### src/common/rcs_pkg.sv
// Constants and types for the clock control, status and interrupt block
package rcs_pkg;
    localparam int ADDR_W = 8;
    // Register offsets, bank 0 and both banks
    localparam logic [7:0] ADDR_SEC      = 8'h00;
    localparam logic [7:0] ADDR_SEC_ALM  = 8'h01;
    localparam logic [7:0] ADDR_MIN      = 8'h02;
    localparam logic [7:0] ADDR_MIN_ALM  = 8'h03;
    localparam logic [7:0] ADDR_HOUR     = 8'h04;
    localparam logic [7:0] ADDR_HOUR_ALM = 8'h05;
    localparam logic [7:0] ADDR_DOW      = 8'h06;
    localparam logic [7:0] ADDR_DATE     = 8'h07;
    localparam logic [7:0] ADDR_MONTH    = 8'h08;
    localparam logic [7:0] ADDR_YEAR     = 8'h09;
    localparam logic [7:0] ADDR_RATE     = 8'h0A;
    localparam logic [7:0] ADDR_CTRL     = 8'h0B;
    localparam logic [7:0] ADDR_FLAGS    = 8'h0C;
    localparam logic [7:0] ADDR_BATT     = 8'h0D;
    localparam logic [7:0] ADDR_RAM_LO   = 8'h0E;
    localparam logic [7:0] ADDR_EXT_LO   = 8'h40;
    localparam logic [7:0] ADDR_TOP      = 8'h7F;
    // Bank 1 extended registers
    localparam logic [7:0] ADDR_XFLAGS   = 8'h4A;
    localparam logic [7:0] ADDR_XCTRL    = 8'h4B;
    localparam logic [7:0] ADDR_XRAM_A   = 8'h50;
    localparam logic [7:0] ADDR_XRAM_D   = 8'h53;
    localparam int RAM0_DEPTH = 114;
    localparam int RAM1_DEPTH = 128;
    // Rate register fields
    localparam int RATE_BANK = 4;
    localparam int RATE_OSC  = 5;
    localparam int RATE_RST  = 6;
    localparam logic [7:0] RATE_RST_VAL = 8'h20;
    // Control register fields
    localparam int CB_SET  = 7;
    localparam int CB_PIE  = 6;
    localparam int CB_AIE  = 5;
    localparam int CB_UIE  = 4;
    localparam int CB_SQUARE_WAVE_ENABLE = 3;
    localparam int CB_DM   = 2;
    localparam int CB_24H  = 1;
    localparam int CB_DSE  = 0;
    localparam logic [7:0] CTRL_RST_VAL = 8'h00;
    // Flag register fields
    localparam int FL_ANY = 7;
    localparam int FL_PF  = 6;
    localparam int FL_AF  = 5;
    localparam int FL_UF  = 4;
    localparam int BATT_OK = 7;
    // Extended flag / enable fields
    localparam int XF_WAKE = 0;
    localparam int XF_KICK = 1;
    localparam int XF_RCLR = 2;
    localparam int XC_FIXED_32K_ENABLE = 5;
    localparam logic [7:0] XCTRL_RST_VAL = 8'h00;
    // Divider and tap selection
    localparam int DIV_W = 15;
    localparam logic [DIV_W-1:0] DIV_LAST = 15'h7FFF;
    localparam logic [3:0] RS_NONE = 4'h0;
    localparam logic [3:0] TAP_OF_RS [16] = '{4'h0, 4'h6, 4'h7, 4'h1, 4'h2, 4'h3, 4'h4,
        4'h5, 4'h6, 4'h7, 4'h8, 4'h9, 4'hA, 4'hB, 4'hC, 4'hD};
    localparam logic [1:0] ALM_DONT_CARE = 2'h3;
    // Time values for the summer-time checks
    localparam logic [7:0] LAST_SEC_BCD   = 8'h59;
    localparam logic [7:0] LAST_SEC_BIN   = 8'h3B;
    localparam logic [7:0] HOUR_ONE_AM    = 8'h01;
    localparam logic [7:0] HOUR_TWO_AM    = 8'h02;
    localparam logic [7:0] MON_APRIL      = 8'h04;
    localparam logic [7:0] MON_OCT_BCD    = 8'h10;
    localparam logic [7:0] MON_OCT_BIN    = 8'h0A;
    localparam logic [7:0] DOW_SUNDAY     = 8'h01;
    localparam logic [7:0] DATE_WEEK1_END = 8'h07;
    localparam logic [7:0] DATE_LAST_BCD  = 8'h25;
    localparam logic [7:0] DATE_LAST_BIN  = 8'h19;

    typedef struct packed {
        logic [7:0] year;
        logic [7:0] month;
        logic [7:0] date;
        logic [7:0] dow;
        logic [7:0] hour;
        logic [7:0] min;
        logic [7:0] sec;
    } rcs_time_t;

    typedef struct packed {
        logic       en;
        logic [7:0] addr;
        logic [7:0] data;
    } rcs_twr_t;

    typedef struct packed {
        logic binary;
        logic hour24;
        logic hold;
    } rcs_fmt_t;
endpackage

### src/hdl/rcs_ctrl.sv
// Control, status, interrupt and user RAM logic of the real-time clock
//
// Behaviour
// - Update-inhibit bit set blocks time advance; logic never changes it.
// - Periodic enable gates periodic flag onto interrupt; flag sets regardless.
// - Alarm event each second time bytes match alarm bytes; 11xxxxxx matches all.
// - Update-inhibit rising from 0 to 1 clears update-done enable.
// - Without fixed 32k: square wave at rate when enabled, else low.
// - Data-format bit picks binary when 1, BCD when 0; software only.
// - Hour-format bit picks 24-hour when 1, 12-hour with AM/PM when 0.
// - Summer time: first Sunday of April jump 1:59:59 AM to 3:00:00.
// - Summer time: last Sunday of October back to 1:00:00 once only.
// - Summary flag set when any of six flag/enable pairs both 1.
// - Periodic flag sets on each rising edge of selected divider tap.
// - Alarm flag sets on time match; with enable drives interrupt and summary.
// - Update-done flag sets after every update; with enable drives interrupt.
// - Flag read returns snapshot, clears set flags; concurrent events survive.
// - Low four flag register bits read 0 and ignore writes.
// - Battery status read-only: better of two inputs; other bits zero.
// - 242 user RAM bytes, accessible during update cycles.
// - Bank 0: 14 clock registers, 114 RAM bytes; bank 1 adds 128 indirect.
// - Enabling a source whose flag already stands asserts interrupt at once.
// - Extended flags clear only by writing 0, not on read.
// - Interrupt and summary flag held while any source flag and enable set.
// - Fixed 32k enable outputs 32.768 kHz regardless of rate and enable.
// - Rate register bit 4 selects bank 0 or bank 1.
`timescale 1ns/10ps
module rcs_ctrl
    import rcs_pkg::*;
(
    input  wire logic        clk_sys,
    input  wire logic        rst_n,
    input  wire logic [7:0]  regAddr,
    input  wire logic [7:0]  regWrData,
    input  wire logic        regWrStb,
    input  wire logic        regRdStb,
    output logic      [7:0]  regRdData_r,
    input  wire logic        oscLevel,
    input  wire rcs_time_t   timeNow,
    input  wire logic        wakeEvent,
    input  wire logic        kickEvent,
    input  wire logic        ramClrEvent,
    input  wire logic        mainBatteryOk,
    input  wire logic        auxBatteryOk,
    output logic             advance_r,
    output logic             summerFwd_r,
    output logic             summerBack_r,
    output rcs_fmt_t         fmt_r,
    output rcs_twr_t         timeWr_r,
    output logic             sqwOut_r,
    output logic             irqOut_r,
    output logic             irqOe_r
);
    logic [7:0]       rate_r;
    logic [7:0]       ctrl_r;
    logic [2:0]       flags_r;
    logic [2:0]       xflags_r;
    logic [7:0]       xctrl_r;
    logic [7:0]       xramAddr_r;

    logic [7:0]       alarm_r [3];
    logic [7:0]       ram0 [RAM0_DEPTH];
    logic [7:0]       ram1 [RAM1_DEPTH];

    logic [DIV_W-1:0] div_r;
    logic             oscPrev_r;
    logic             tapPrev_r;
    logic             checkPend_r;
    logic             checkDly_r;
    logic             backDone_r;

    logic             oscRise;
    logic             running;
    logic             secTick;
    logic             tap;
    logic             periodicEvt;

    logic [2:0]       almHit;
    logic             alarmEvt;

    logic             bank1;
    logic             wrCtrl;
    logic             rdFlags;

    logic [2:0]       flagsNxt;
    logic [2:0]       xflagsNxt;
    logic [7:0]       ctrlNxt;
    logic [7:0]       xctrlNxt;
    logic             anyNxt;
    logic             anyNow;

    logic             isLastSec;
    logic             fwdDay;
    logic             backDay;

    logic [7:0]       rdVal;
    logic [7:0]       timeBytes [3];

    // Bank bit gates the extended registers
    assign bank1   = rate_r[RATE_BANK];
    assign wrCtrl  = regWrStb && regAddr == ADDR_CTRL;
    assign rdFlags = regRdStb && regAddr == ADDR_FLAGS;

    // Divider chain clocked by the sampled oscillator level
    // A rate change may fake one tap edge
    assign oscRise = oscLevel && !oscPrev_r;
    assign running = !rate_r[RATE_RST] && rate_r[RATE_OSC];
    assign secTick = running && oscRise && div_r == DIV_LAST;
    assign tap     = div_r[TAP_OF_RS[rate_r[3:0]]];
    assign periodicEvt = running && rate_r[3:0] != RS_NONE && tap && !tapPrev_r;

    always_ff @(posedge clk_sys or negedge rst_n) begin
        if (!rst_n) begin
            div_r     <= '0;
            oscPrev_r <= 1'b0;
            tapPrev_r <= 1'b0;
        end else begin
            oscPrev_r <= oscLevel;
            tapPrev_r <= tap;
            if (rate_r[RATE_RST] || !rate_r[RATE_OSC]) begin
                div_r <= '0;
            end else if (oscRise) begin
                div_r <= div_r + 1'b1;
            end
        end
    end

    // Summer-time checks at 1:59:59 AM
    // Fall-back guard rearms at 2 AM
    assign isLastSec = ctrl_r[CB_DM]
        ? (timeNow.sec == LAST_SEC_BIN && timeNow.min == LAST_SEC_BIN)
        : (timeNow.sec == LAST_SEC_BCD && timeNow.min == LAST_SEC_BCD);
    assign fwdDay = timeNow.month == MON_APRIL && timeNow.dow == DOW_SUNDAY
        && timeNow.date <= DATE_WEEK1_END;
    assign backDay = timeNow.dow == DOW_SUNDAY && (ctrl_r[CB_DM]
        ? (timeNow.month == MON_OCT_BIN && timeNow.date >= DATE_LAST_BIN)
        : (timeNow.month == MON_OCT_BCD && timeNow.date >= DATE_LAST_BCD));

    // One-second update: advance, or a summer-time load instead of the advance
    always_ff @(posedge clk_sys or negedge rst_n) begin
        if (!rst_n) begin
            advance_r    <= 1'b0;
            summerFwd_r  <= 1'b0;
            summerBack_r <= 1'b0;
            checkPend_r  <= 1'b0;
            checkDly_r   <= 1'b0;
            backDone_r   <= 1'b0;
        end else begin
            advance_r    <= 1'b0;
            summerFwd_r  <= 1'b0;
            summerBack_r <= 1'b0;
            // Second stage: counter has the new second
            checkDly_r   <= secTick;
            checkPend_r  <= checkDly_r;
            if (timeNow.hour == HOUR_TWO_AM) begin
                backDone_r <= 1'b0;
            end
            if (secTick && !ctrl_r[CB_SET]) begin
                if (ctrl_r[CB_DSE] && isLastSec && timeNow.hour == HOUR_ONE_AM
                        && fwdDay) begin
                    summerFwd_r <= 1'b1;
                end else if (ctrl_r[CB_DSE] && isLastSec
                        && timeNow.hour == HOUR_ONE_AM && backDay && !backDone_r) begin
                    summerBack_r <= 1'b1;
                    backDone_r   <= 1'b1;
                end else begin
                    advance_r <= 1'b1;
                end
            end
        end
    end

    // Alarm compare one cycle after the update, on the fresh time
    assign timeBytes[0] = timeNow.sec;
    assign timeBytes[1] = timeNow.min;
    assign timeBytes[2] = timeNow.hour;
    for (genvar i = 0; i < 3; i++) begin : gAlm
        assign almHit[i] = alarm_r[i][7:6] == ALM_DONT_CARE
            || alarm_r[i] == timeBytes[i];
    end
    assign alarmEvt = checkPend_r && &almHit;

    // Flag register: read clears, but a new event in the same cycle wins
    always_comb begin
        flagsNxt = flags_r;
        if (rdFlags) begin
            flagsNxt = '0;
        end
        if (periodicEvt) begin
            flagsNxt[FL_PF-FL_UF] = 1'b1;
        end
        if (alarmEvt) begin
            flagsNxt[FL_AF-FL_UF] = 1'b1;
        end
        if (checkPend_r) begin
            flagsNxt[0] = 1'b1;
        end
    end

    // Extended flags clear only by a written 0
    always_comb begin
        xflagsNxt = xflags_r;
        if (regWrStb && bank1 && regAddr == ADDR_XFLAGS) begin
            xflagsNxt = xflags_r & regWrData[2:0];
        end
        xflagsNxt[XF_WAKE] = xflagsNxt[XF_WAKE] | wakeEvent;
        xflagsNxt[XF_KICK] = xflagsNxt[XF_KICK] | kickEvent;
        xflagsNxt[XF_RCLR] = xflagsNxt[XF_RCLR] | ramClrEvent;
    end

    always_comb begin
        ctrlNxt = ctrl_r;
        if (wrCtrl) begin
            ctrlNxt = regWrData;
            if (regWrData[CB_SET] && !ctrl_r[CB_SET]) begin
                ctrlNxt[CB_UIE] = 1'b0;
            end
        end
        xctrlNxt = xctrl_r;
        if (regWrStb && bank1 && regAddr == ADDR_XCTRL) begin
            xctrlNxt = regWrData;
        end
    end

    // Summary from next-state values so enable writes take effect at once
    assign anyNxt = (flagsNxt[FL_PF-FL_UF] && ctrlNxt[CB_PIE])
        || (flagsNxt[FL_AF-FL_UF] && ctrlNxt[CB_AIE])
        || (flagsNxt[0] && ctrlNxt[CB_UIE])
        || |(xflagsNxt & xctrlNxt[2:0]);
    assign anyNow = (flags_r[FL_PF-FL_UF] && ctrl_r[CB_PIE])
        || (flags_r[FL_AF-FL_UF] && ctrl_r[CB_AIE])
        || (flags_r[0] && ctrl_r[CB_UIE])
        || |(xflags_r & xctrl_r[2:0]);

    always_ff @(posedge clk_sys or negedge rst_n) begin
        if (!rst_n) begin
            flags_r  <= '0;
            xflags_r <= '0;
            ctrl_r   <= CTRL_RST_VAL;
            xctrl_r  <= XCTRL_RST_VAL;
        end else begin
            flags_r  <= flagsNxt;
            xflags_r <= xflagsNxt;
            ctrl_r   <= ctrlNxt;
            xctrl_r  <= xctrlNxt;
        end
    end

    // Open-drain interrupt line: driven low while any pair is active
    // Data stays low; the enable moves the pin
    always_ff @(posedge clk_sys or negedge rst_n) begin
        if (!rst_n) begin
            irqOe_r  <= 1'b0;
            irqOut_r <= 1'b0;
        end else begin
            irqOe_r  <= anyNxt;
            irqOut_r <= 1'b0;
        end
    end

    always_ff @(posedge clk_sys or negedge rst_n) begin
        if (!rst_n) begin
            sqwOut_r <= 1'b0;
        // Fixed 32k output: oscillator, two cycles late
        end else if (xctrl_r[XC_FIXED_32K_ENABLE]) begin
            sqwOut_r <= oscPrev_r;
        end else begin
            sqwOut_r <= ctrl_r[CB_SQUARE_WAVE_ENABLE] && rate_r[3:0] != RS_NONE && tap;
        end
    end

    always_ff @(posedge clk_sys or negedge rst_n) begin
        if (!rst_n) begin
            fmt_r <= '0;
        end else begin
            // Copies lag the control bits by a cycle
            fmt_r.binary <= ctrl_r[CB_DM];
            fmt_r.hour24 <= ctrl_r[CB_24H];
            fmt_r.hold   <= ctrl_r[CB_SET];
        end
    end

    // Plain registers written by software
    always_ff @(posedge clk_sys or negedge rst_n) begin
        if (!rst_n) begin
            rate_r     <= RATE_RST_VAL;
            xramAddr_r <= '0;
            alarm_r    <= '{default: '0};
            timeWr_r   <= '0;
        end else begin
            timeWr_r.en <= 1'b0;
            if (regWrStb) begin
                if (regAddr == ADDR_RATE) begin
                    rate_r <= {1'b0, regWrData[6:0]};
                end
                if (bank1 && regAddr == ADDR_XRAM_A) begin
                    xramAddr_r <= {1'b0, regWrData[6:0]};
                end
                if (regAddr == ADDR_SEC_ALM) begin
                    alarm_r[0] <= regWrData;
                end
                if (regAddr == ADDR_MIN_ALM) begin
                    alarm_r[1] <= regWrData;
                end
                if (regAddr == ADDR_HOUR_ALM) begin
                    alarm_r[2] <= regWrData;
                end
                if (regAddr <= ADDR_YEAR && regAddr != ADDR_SEC_ALM
                        && regAddr != ADDR_MIN_ALM && regAddr != ADDR_HOUR_ALM) begin
                    timeWr_r <= '{en: 1'b1, addr: regAddr, data: regWrData};
                end
            end
        end
    end

    // User RAM, never blocked by the update cycle
    // No reset: contents undefined until written
    always_ff @(posedge clk_sys) begin
        if (regWrStb && regAddr >= ADDR_RAM_LO
                && (regAddr < ADDR_EXT_LO || (!bank1 && regAddr <= ADDR_TOP))) begin
            ram0[7'(regAddr - ADDR_RAM_LO)] <= regWrData;
        end
        if (regWrStb && bank1 && regAddr == ADDR_XRAM_D) begin
            ram1[xramAddr_r[6:0]] <= regWrData;
        end
    end

    // Read mux; unmapped addresses read zero
    always_comb begin
        rdVal = '0;
        case (regAddr)
            ADDR_SEC:      rdVal = timeNow.sec;
            ADDR_SEC_ALM:  rdVal = alarm_r[0];
            ADDR_MIN:      rdVal = timeNow.min;
            ADDR_MIN_ALM:  rdVal = alarm_r[1];
            ADDR_HOUR:     rdVal = timeNow.hour;
            ADDR_HOUR_ALM: rdVal = alarm_r[2];
            ADDR_DOW:      rdVal = timeNow.dow;
            ADDR_DATE:     rdVal = timeNow.date;
            ADDR_MONTH:    rdVal = timeNow.month;
            ADDR_YEAR:     rdVal = timeNow.year;
            ADDR_RATE:     rdVal = rate_r;
            ADDR_CTRL:     rdVal = ctrl_r;
            ADDR_FLAGS:    rdVal = {anyNow, flags_r, 4'h0};
            ADDR_BATT:     rdVal = {mainBatteryOk || auxBatteryOk, 7'h00};
            default: begin
                if (bank1 && regAddr == ADDR_XFLAGS) begin
                    rdVal = {5'h00, xflags_r};
                end else if (bank1 && regAddr == ADDR_XCTRL) begin
                    rdVal = xctrl_r;
                end else if (bank1 && regAddr == ADDR_XRAM_A) begin
                    rdVal = xramAddr_r;
                end else if (bank1 && regAddr == ADDR_XRAM_D) begin
                    rdVal = ram1[xramAddr_r[6:0]];
                end else if (regAddr >= ADDR_RAM_LO && (regAddr < ADDR_EXT_LO
                        || (!bank1 && regAddr <= ADDR_TOP))) begin
                    rdVal = ram0[7'(regAddr - ADDR_RAM_LO)];
                end
            end
        endcase
    end

    // Data stand in the cycle after the read strobe only
    always_ff @(posedge clk_sys or negedge rst_n) begin
        if (!rst_n) begin
            regRdData_r <= '0;
        end else begin
            regRdData_r <= regRdStb ? rdVal : 8'h00;
        end
    end
endmodule

### config.mk
export PLATFORM = sky130hd
export DESIGN_NAME = rcs_ctrl
export DESIGN_NICKNAME = d
export VERILOG_FILES = /design/src/common/rcs_pkg.sv /design/src/hdl/rcs_ctrl.sv
export SDC_FILE = /design/constraint.sdc
export NUM_CORES = 2
export LEC_CHECK = 0
export ABC_AREA = 1
export BUFFER_PORTS_ARGS = -buffer_cell sky130_fd_sc_hd__buf_2
export CAP_MARGIN = 30
export CORE_MARGIN = 2
export CORE_UTILIZATION = 60
export CTS_BUF_LIST = sky130_fd_sc_hd__clkbuf_4
export CTS_CLUSTER_DIAMETER = 30
export DETAILED_ROUTE_END_ITERATION = 8
export PLACE_DENSITY = 0.76
export SYNTH_ARGS = -nofsm -noshare
export SYNTH_HDL_FRONTEND = slang
export SYNTH_SLANG_ARGS = --single-unit
### constraint.sdc
create_clock -name clk_sys -period 2.8 [get_ports clk_sys]
set_clock_uncertainty 0.15 [all_clocks]
set_input_delay 0.42 -clock clk_sys [delete_from_list [all_inputs] [get_ports clk_sys]]
set_output_delay 0.42 -clock clk_sys [all_outputs]
set_load 0.005 [all_outputs]
* Word-level counts from Yosys, hierarchy flattened *
Memory sizes are Yosys's and may differ from the RTL's.
Index checks and enable logic that the tools add are counted.

operators by class
  add/subtract/negate cells = 2
  order comparisons = 9
  reductions and logical operators = 78
  bitwise logic cells = 7
  multiplexer cells = 42
  eq/ne operators = 37

operators by type and width
  kind                                                                count
  case mux 8 bit (14 select lines)                                    1
  equality test 8 x 4 -> 1 bit (second input constant)                7
  equality test 8 x 7 -> 1 bit (second input constant)                6
  two-way mux 8 bit                                                   6
  logical AND 1 bit                                                   47
  equality test 8 x 3 -> 1 bit (second input constant)                5
  two-way mux 17 bit                                                  2
  two-way mux 15 bit                                                  2
  equality test 8 x 1 -> 1 bit (second input constant)                3
  equality test 8 x 2 -> 1 bit (second input constant)                3
  equality test 8 bit                                                 3
  two-way mux 1 bit                                                   24
  equality test 8 x 6 -> 1 bit (second input constant)                2
  adder 15 x 1 -> 15 bit (second input constant)                      1
  equality test 15 bit (second input constant)                        1
  logical OR 1 bit                                                    12
  AND reduction 2 bit                                                 6
  bitwise AND 3 bit                                                   3
  two-way mux 3 bit                                                   3
  equality test 8 x 5 -> 1 bit (second input constant)                1
  greater-or-equal comparator 8 x 4 -> 1 bit (second input constant)  1
  greater-or-equal comparator 8 x 5 -> 1 bit (second input constant)  1
  greater-or-equal comparator 8 x 6 -> 1 bit (second input constant)  1
  <= comparator 8 x 3 -> 1 bit (second input constant)                1
  21 further kinds                                                    33

storage, ports and cells
  input port bits = 82
  output and inout port bits = 34
  memories = 3
  register bits after elaboration = 113
  ROM bits = 64
  logic and storage cells = 207
  memory bits (writable) = 1,936

memory list
  memory           words  width  rd ports  clocked after Yosys merged registers in  write ports  RTL line         RTL
  ram1             128    8      1         0                                        1            rcs_ctrl.sv:63   logic [7:0] ram1 [RAM1_DEPTH];
  ram0             114    8      1         0                                        1            rcs_ctrl.sv:62   logic [7:0] ram0 [RAM0_DEPTH];
  (no name shown)  16     4      1         0                                        0            rcs_ctrl.sv:109  assign tap = div_r[TAP_OF_RS[rate_r[3:0]]];

* Longest topological paths before layout *
  word-level depth = 13
  mapped depth = 21
  gate-level depth less buffers = 18

* Worst setup path after synthesis *
Ideal clock, no wire load.

  kind = input port to flip-flop
  start = in regAddr[1]
  end = reg regRdData_r[7]
  arrival time = 2,620 ps
  required time = 2,537 ps
  path buffers = 4
  cell stages on the path = 20
  setup time = 113 ps
  setup slack = -83 ps
  cell sequence = buf_4 > inv_2 > buf_2 > ha_1 > clkinv_1 > clkbuf_1 > clkbuf_1 > nand4_1 > nand3_1 > nand3_1 > nand2_1 > inv_1 > a21oi_1 > nand3_1 > nand2_1 > nand2_1 > nand2_1 > nand3_1 > nand2_1 > inv_1

between the ends
  cells in the longest elaborated chain, start to end = 11
  elaborated cells between the ends (all ways) = 37
  those cells by class = add/sub (1); order compare (3); eq/ne (17); mux (7); reduce/logical (8); memory (1)

ends and longest elaborated chain
  what                                                                               RTL line         RTL
  start, declared                                                                    rcs_ctrl.sv:33   input wire logic [7:0] regAddr,
  parallel branches: the longest is 9 deep, another holds memory read (114 x 8 bit)  n/a
  case mux 8 bit (14 select lines) (*)                                               rcs_ctrl.sv:331  case (regAddr)
  two-way mux 8 bit (*)                                                              rcs_ctrl.sv:368  regRdData_r <= regRdStb ? rdVal : 8'h00;
  end signal, assigned                                                               rcs_ctrl.sv:368
  end, declared                                                                      rcs_ctrl.sv:37   output logic [7:0] regRdData_r,

Mark *: on every way between the ends.
A chain may end at the register's enable or synchronous reset.

* Worst setup path in the final report *
  start = reg xramAddr_r[0]
  end = reg regRdData_r[3]

between the ends
  cells in the longest elaborated chain, start to end = 7

ends and longest elaborated chain
  what                              RTL line         RTL
  start, declared                   rcs_ctrl.sv:59   logic [7:0] xramAddr_r;
  start signal, assigned            rcs_ctrl.sv:297  xramAddr_r <= {1'b0, regWrData[6:0]};
  memory read (128 x 8 bit)         n/a
  two-way mux 8 bit                 rcs_ctrl.sv:353  end else if (bank1 && regAddr == ADDR_XRAM_D) begin
  two-way mux 8 bit                 rcs_ctrl.sv:351  end else if (bank1 && regAddr == ADDR_XRAM_A) begin
  two-way mux 8 bit                 rcs_ctrl.sv:349  end else if (bank1 && regAddr == ADDR_XCTRL) begin
  two-way mux 8 bit                 rcs_ctrl.sv:347  if (bank1 && regAddr == ADDR_XFLAGS) begin
  case mux 8 bit (14 select lines)  rcs_ctrl.sv:331
  two-way mux 8 bit                 rcs_ctrl.sv:368

Every way passes these cells.

==> key figures <==
Pwr
  – Pwr dens: about 630 nW/µm²
  – Peak VDD IR: between 0.6 and 0.7 mV
  – P_leak: 0.0377 µW

Synthesis
  – Syn_nets: 6718
  – Post-synth ARST share: 5.51%
  – Cell variety after synth: 52
  – Syn Inst Count: approximately 6600
  – Number of synthesized flops with an enable pin: between 1500 and 2000
  – Post-Syn Area: approximately 82000 µm²
  – Number of synthesis warnings: 0
  – Ys flop type: edfxtp_1
  – Syn avg cell area: roughly 12 µm²
  – Sequential-to-total area share from yosys stat: ~74%
  – Synth Register Bits: between 2000 and 2500

Clock tree
  – Clk_lat worst skew: between 1000 and 1500 ps
  – CTS tree: yes
  – CTS Buf Count: between 500 and 600
  – CTS clock-pin slew for the worst setup and hold paths: around 60 ps
  – H-tree depth: 6
  – Sinks on Clock Net: 2049
  – Longest Clk Path Bufs: 4
  – Root Driver: clkbuf_4

Timing
  – RSZ-0062 raised after global routing: yes
  – Aggregate negative setup slack: -828 ps
  – PnR worst setup slack: -156 ps
  – Worst-Margin Slew: between 1000 and 1500 ps
  – Fmax: approximately 0.34 GHz
  – Rel. slew slack: a little over a quarter
  – Slew Limit Fails: 0
  – Final hold vios: 0
  – Fin crit period: a little under 3000 ps
  – Final worst-path cycle share: 106%
  – Endpoints failing setup: 9

Drt
  – Detailed Routing Iterations Pass 1: 8
  – Remaining routing DRC violations: 0
  – WL per Instance: 24.7 µm
  – Post-Route WL: 249000 µm
  – Vias per cell: between 6 and 7
  – DR iter-0 viols: approximately 9000
  – Antenna Nets Post-Route: 0
  – Vias: 61500

Die
  – Die ar.: approximately 140000 µm²
  – Initial Utilization: approximately three fifths
  – Die span in y: between 300 and 400 µm
  – Top Ports: 116
  – Die Width: about 370 µm
  – Row count: approximately 140
  – Core area: 135000 µm²

Placed design
  – HPWL Detailed: ~150000 µm
  – PortBufs: roughly 110
  – RePlAce Congestion: between 0.9 and 1

Global routing
  – Initial antenna violation count: 6
  – Pin count of the biggest net entering global routing: roughly 180
  – Grt peak-use layer: met2
  – Gr usage total: a little over a third
  – M1 GR Usage: between 40 and 50%
  – Met2 Use GR: 55.7%
  – Total congestion overflow: 0
  – Number of global-route vias before repair: between 60000 and 70000
  – First-pass GRT wire length: approximately 370000 µm
  – Global Route met3 Usage: just under 9%

Worst setup path
  – CP Capture Type: flip-flop
  – Critical Setup Path Class: flip-flop to flip-flop
  – Crit Path Max Fanout: 8
  – Data arrival, critical path: ~4000 ps
  – Critical path launch point type: flip-flop
  – Worst Path Required: around 3700 ps

Cells and area
  – Fill cell count: between 8000 and 9000
  – Final #Nets: 8000
  – Share of cells above drive strength 1: a little under a quarter
  – Final Util: between 70% and 80%
  – Layout area overhead: 21.9%

Job
  – Max cap viols: 0

Min path
  – Hold Path Class: input port to flip-flop

Run status
  – Failing checks: setup timing
  – Outcome: complete, but fails checks
==> stage by stage <==
step	hold slack [ps]	cell area (µm²)	power [µW]	setup WS, ps	cells
2_1_floorplan	-25.6	81900	35700	-34.5	6628
3_5_place_dp	189	90600	37500	-447	8990
6_report	10.6	99800	63300	-156	10100
5_1_grt	-14.1	99800	65300	-212	10100
3_3_place_gp	187	90600	37500	-438	8990
4_1_cts	0.894	99100	63400	-32.6	10000
==> logic make-up after synthesis <==
family	after synthesis	synth area share, %
AND/OR/NAND/NOR	3099	15.8
flip-flops	2049	74.4
AO/OA/AOI/OAI	824	6.06
buffers and inverters	634	3.39
XOR/XNOR	13	0.162
adder cells (fa/ha/maj)	8	0.122
other	1	0.00458
==> per-layer routing <==
layer / vias to the layer above / wire (µm) / share of wire [%]
met5: - / 19 / 0.0076
met4: 4 / 14800 / 5.9
met3: 946 / 31000 / 12
met2: 4735 / 118000 / 47
met1: 29300 / 85300 / 34
li1: 26500 / - / -
==> final timing paths <==
kind	depth (start not counted)	startpoint	slack, ps	to
max in group asynchronous	6	rst_n	1290	alarm_r[13]$_DFFE_PN0P_
hold / removal	7	timeNow[4]	10	advance_r$_DFF_PN0_
setup / recovery	16	xramAddr_r[0]$_DFFE_PN0P_	-160	regRdData_r[3]$_DFF_PN0_
hold reg to reg	0	checkDly_r$_DFF_PN0_	140	checkPend_r$_DFF_PN0_
min in group asynchronous	5	rst_n	570	timeWr_r[15]$_DFFE_PN0P_
setup reg to reg	16	xramAddr_r[0]$_DFFE_PN0P_	-160	regRdData_r[3]$_DFF_PN0_
==> cell usage after synthesis (61+ instances only) <==
master	instances	area share (%)
o22ai_1	263	2.0
nand4_1	188	1.4
nand2_1	1549	7.1
nor3_1	61	0.37
a21oi_1	154	0.94
o21ai_0	220	1.3
buf_2	178	1.1
nand3_1	238	1.5
clkbuf_1	80	0.37
inv_1	296	1.4
edfxtp_1	1936	71
a22oi_1	72	0.66
nor2_1	975	4.5
dfrtp_1	112	3.4
==> flip-flops by register name, summed over array words and instances (netlist names) <==
register / cells
xramAddr_r: 7
xctrl_r: 8
summerBack_r: 1
advance_r: 1
flags_r: 3
alarm_r: 24
oscPrev_r: 1
sqwOut_r: 1
summerFwd_r: 1
irqOe_r: 1
ram0: 912
div_r: 15
ctrl_r: 8
fmt_r: 3
xflags_r: 3
rate_r: 7
regRdData_r: 8
timeWr_r: 17
checkDly_r: 1
tapPrev_r: 1
backDone_r: 1
checkPend_r: 1
ram1: 1024
==> cells in the final DEF (no fill, tap or decap), types with 72 or more instances in the layout <==
cell	count
edfxtp_1	1936
nand2_1	1520
nor2_1	940
clkbuf_4	766
buf_4	675
inv_1	295
o22ai_1	256
nand3_1	227
o21ai_0	210
nand4_1	188
a21oi_1	149
dlygate4sd3_1	120
buf_12	114
dfrtp_1	107
buf_2	104
clkinv_1	97
a22oi_1	72
==> worst max-delay path, stage by stage, from the launching register on <==
cell     delay [ps]
dfrtp_4         520
inv_8           110
buf_12          140
nand3_4         130
buf_12          190
buf_12          140
buf_4           150
o22ai_1         220
nor3_1           90
a21oi_1         280
nor2_1          100
nand2_2         150
nor2_2           80
nand2_4         100
nand3_1          70
nand2_1          80
a21oi_2          50
==> repair_timing <==
action / in CTS / in global routing
pin swaps: 29 / 50
gates cloned: 7 / 8
buffers inserted: 13 / 17
hold endpoints to repair: 2193 / 4
hold buffers: 120 / 3
setup endpoints to repair: 8 / 242
resized for setup: 77 / 93
==> layout make-up <==
type | instances | area, µm² | share of cell area, %
sequential | 2049 | 61000 | 61.1
tap | 1781 | 2230 | 2.23
antenna | 11 | 27.5 | 0.0276
clock inverter | 142 | 1040 | 1.04
multi-input combinational | 3945 | 18700 | 18.7
clock buffer | 765 | 5740 | 5.75
timing repair buffer | 1062 | 9930 | 9.95
inverter | 315 | 1220 | 1.22
==> where the power goes <==
part / switching, µW / internal [µW]
Clock: 12000 / 14200
Sequential: 92.7 / 33600
Combinational: 2320 / 1080
Total: 14400 / 48900
Power figures use the tool's default switching activity.
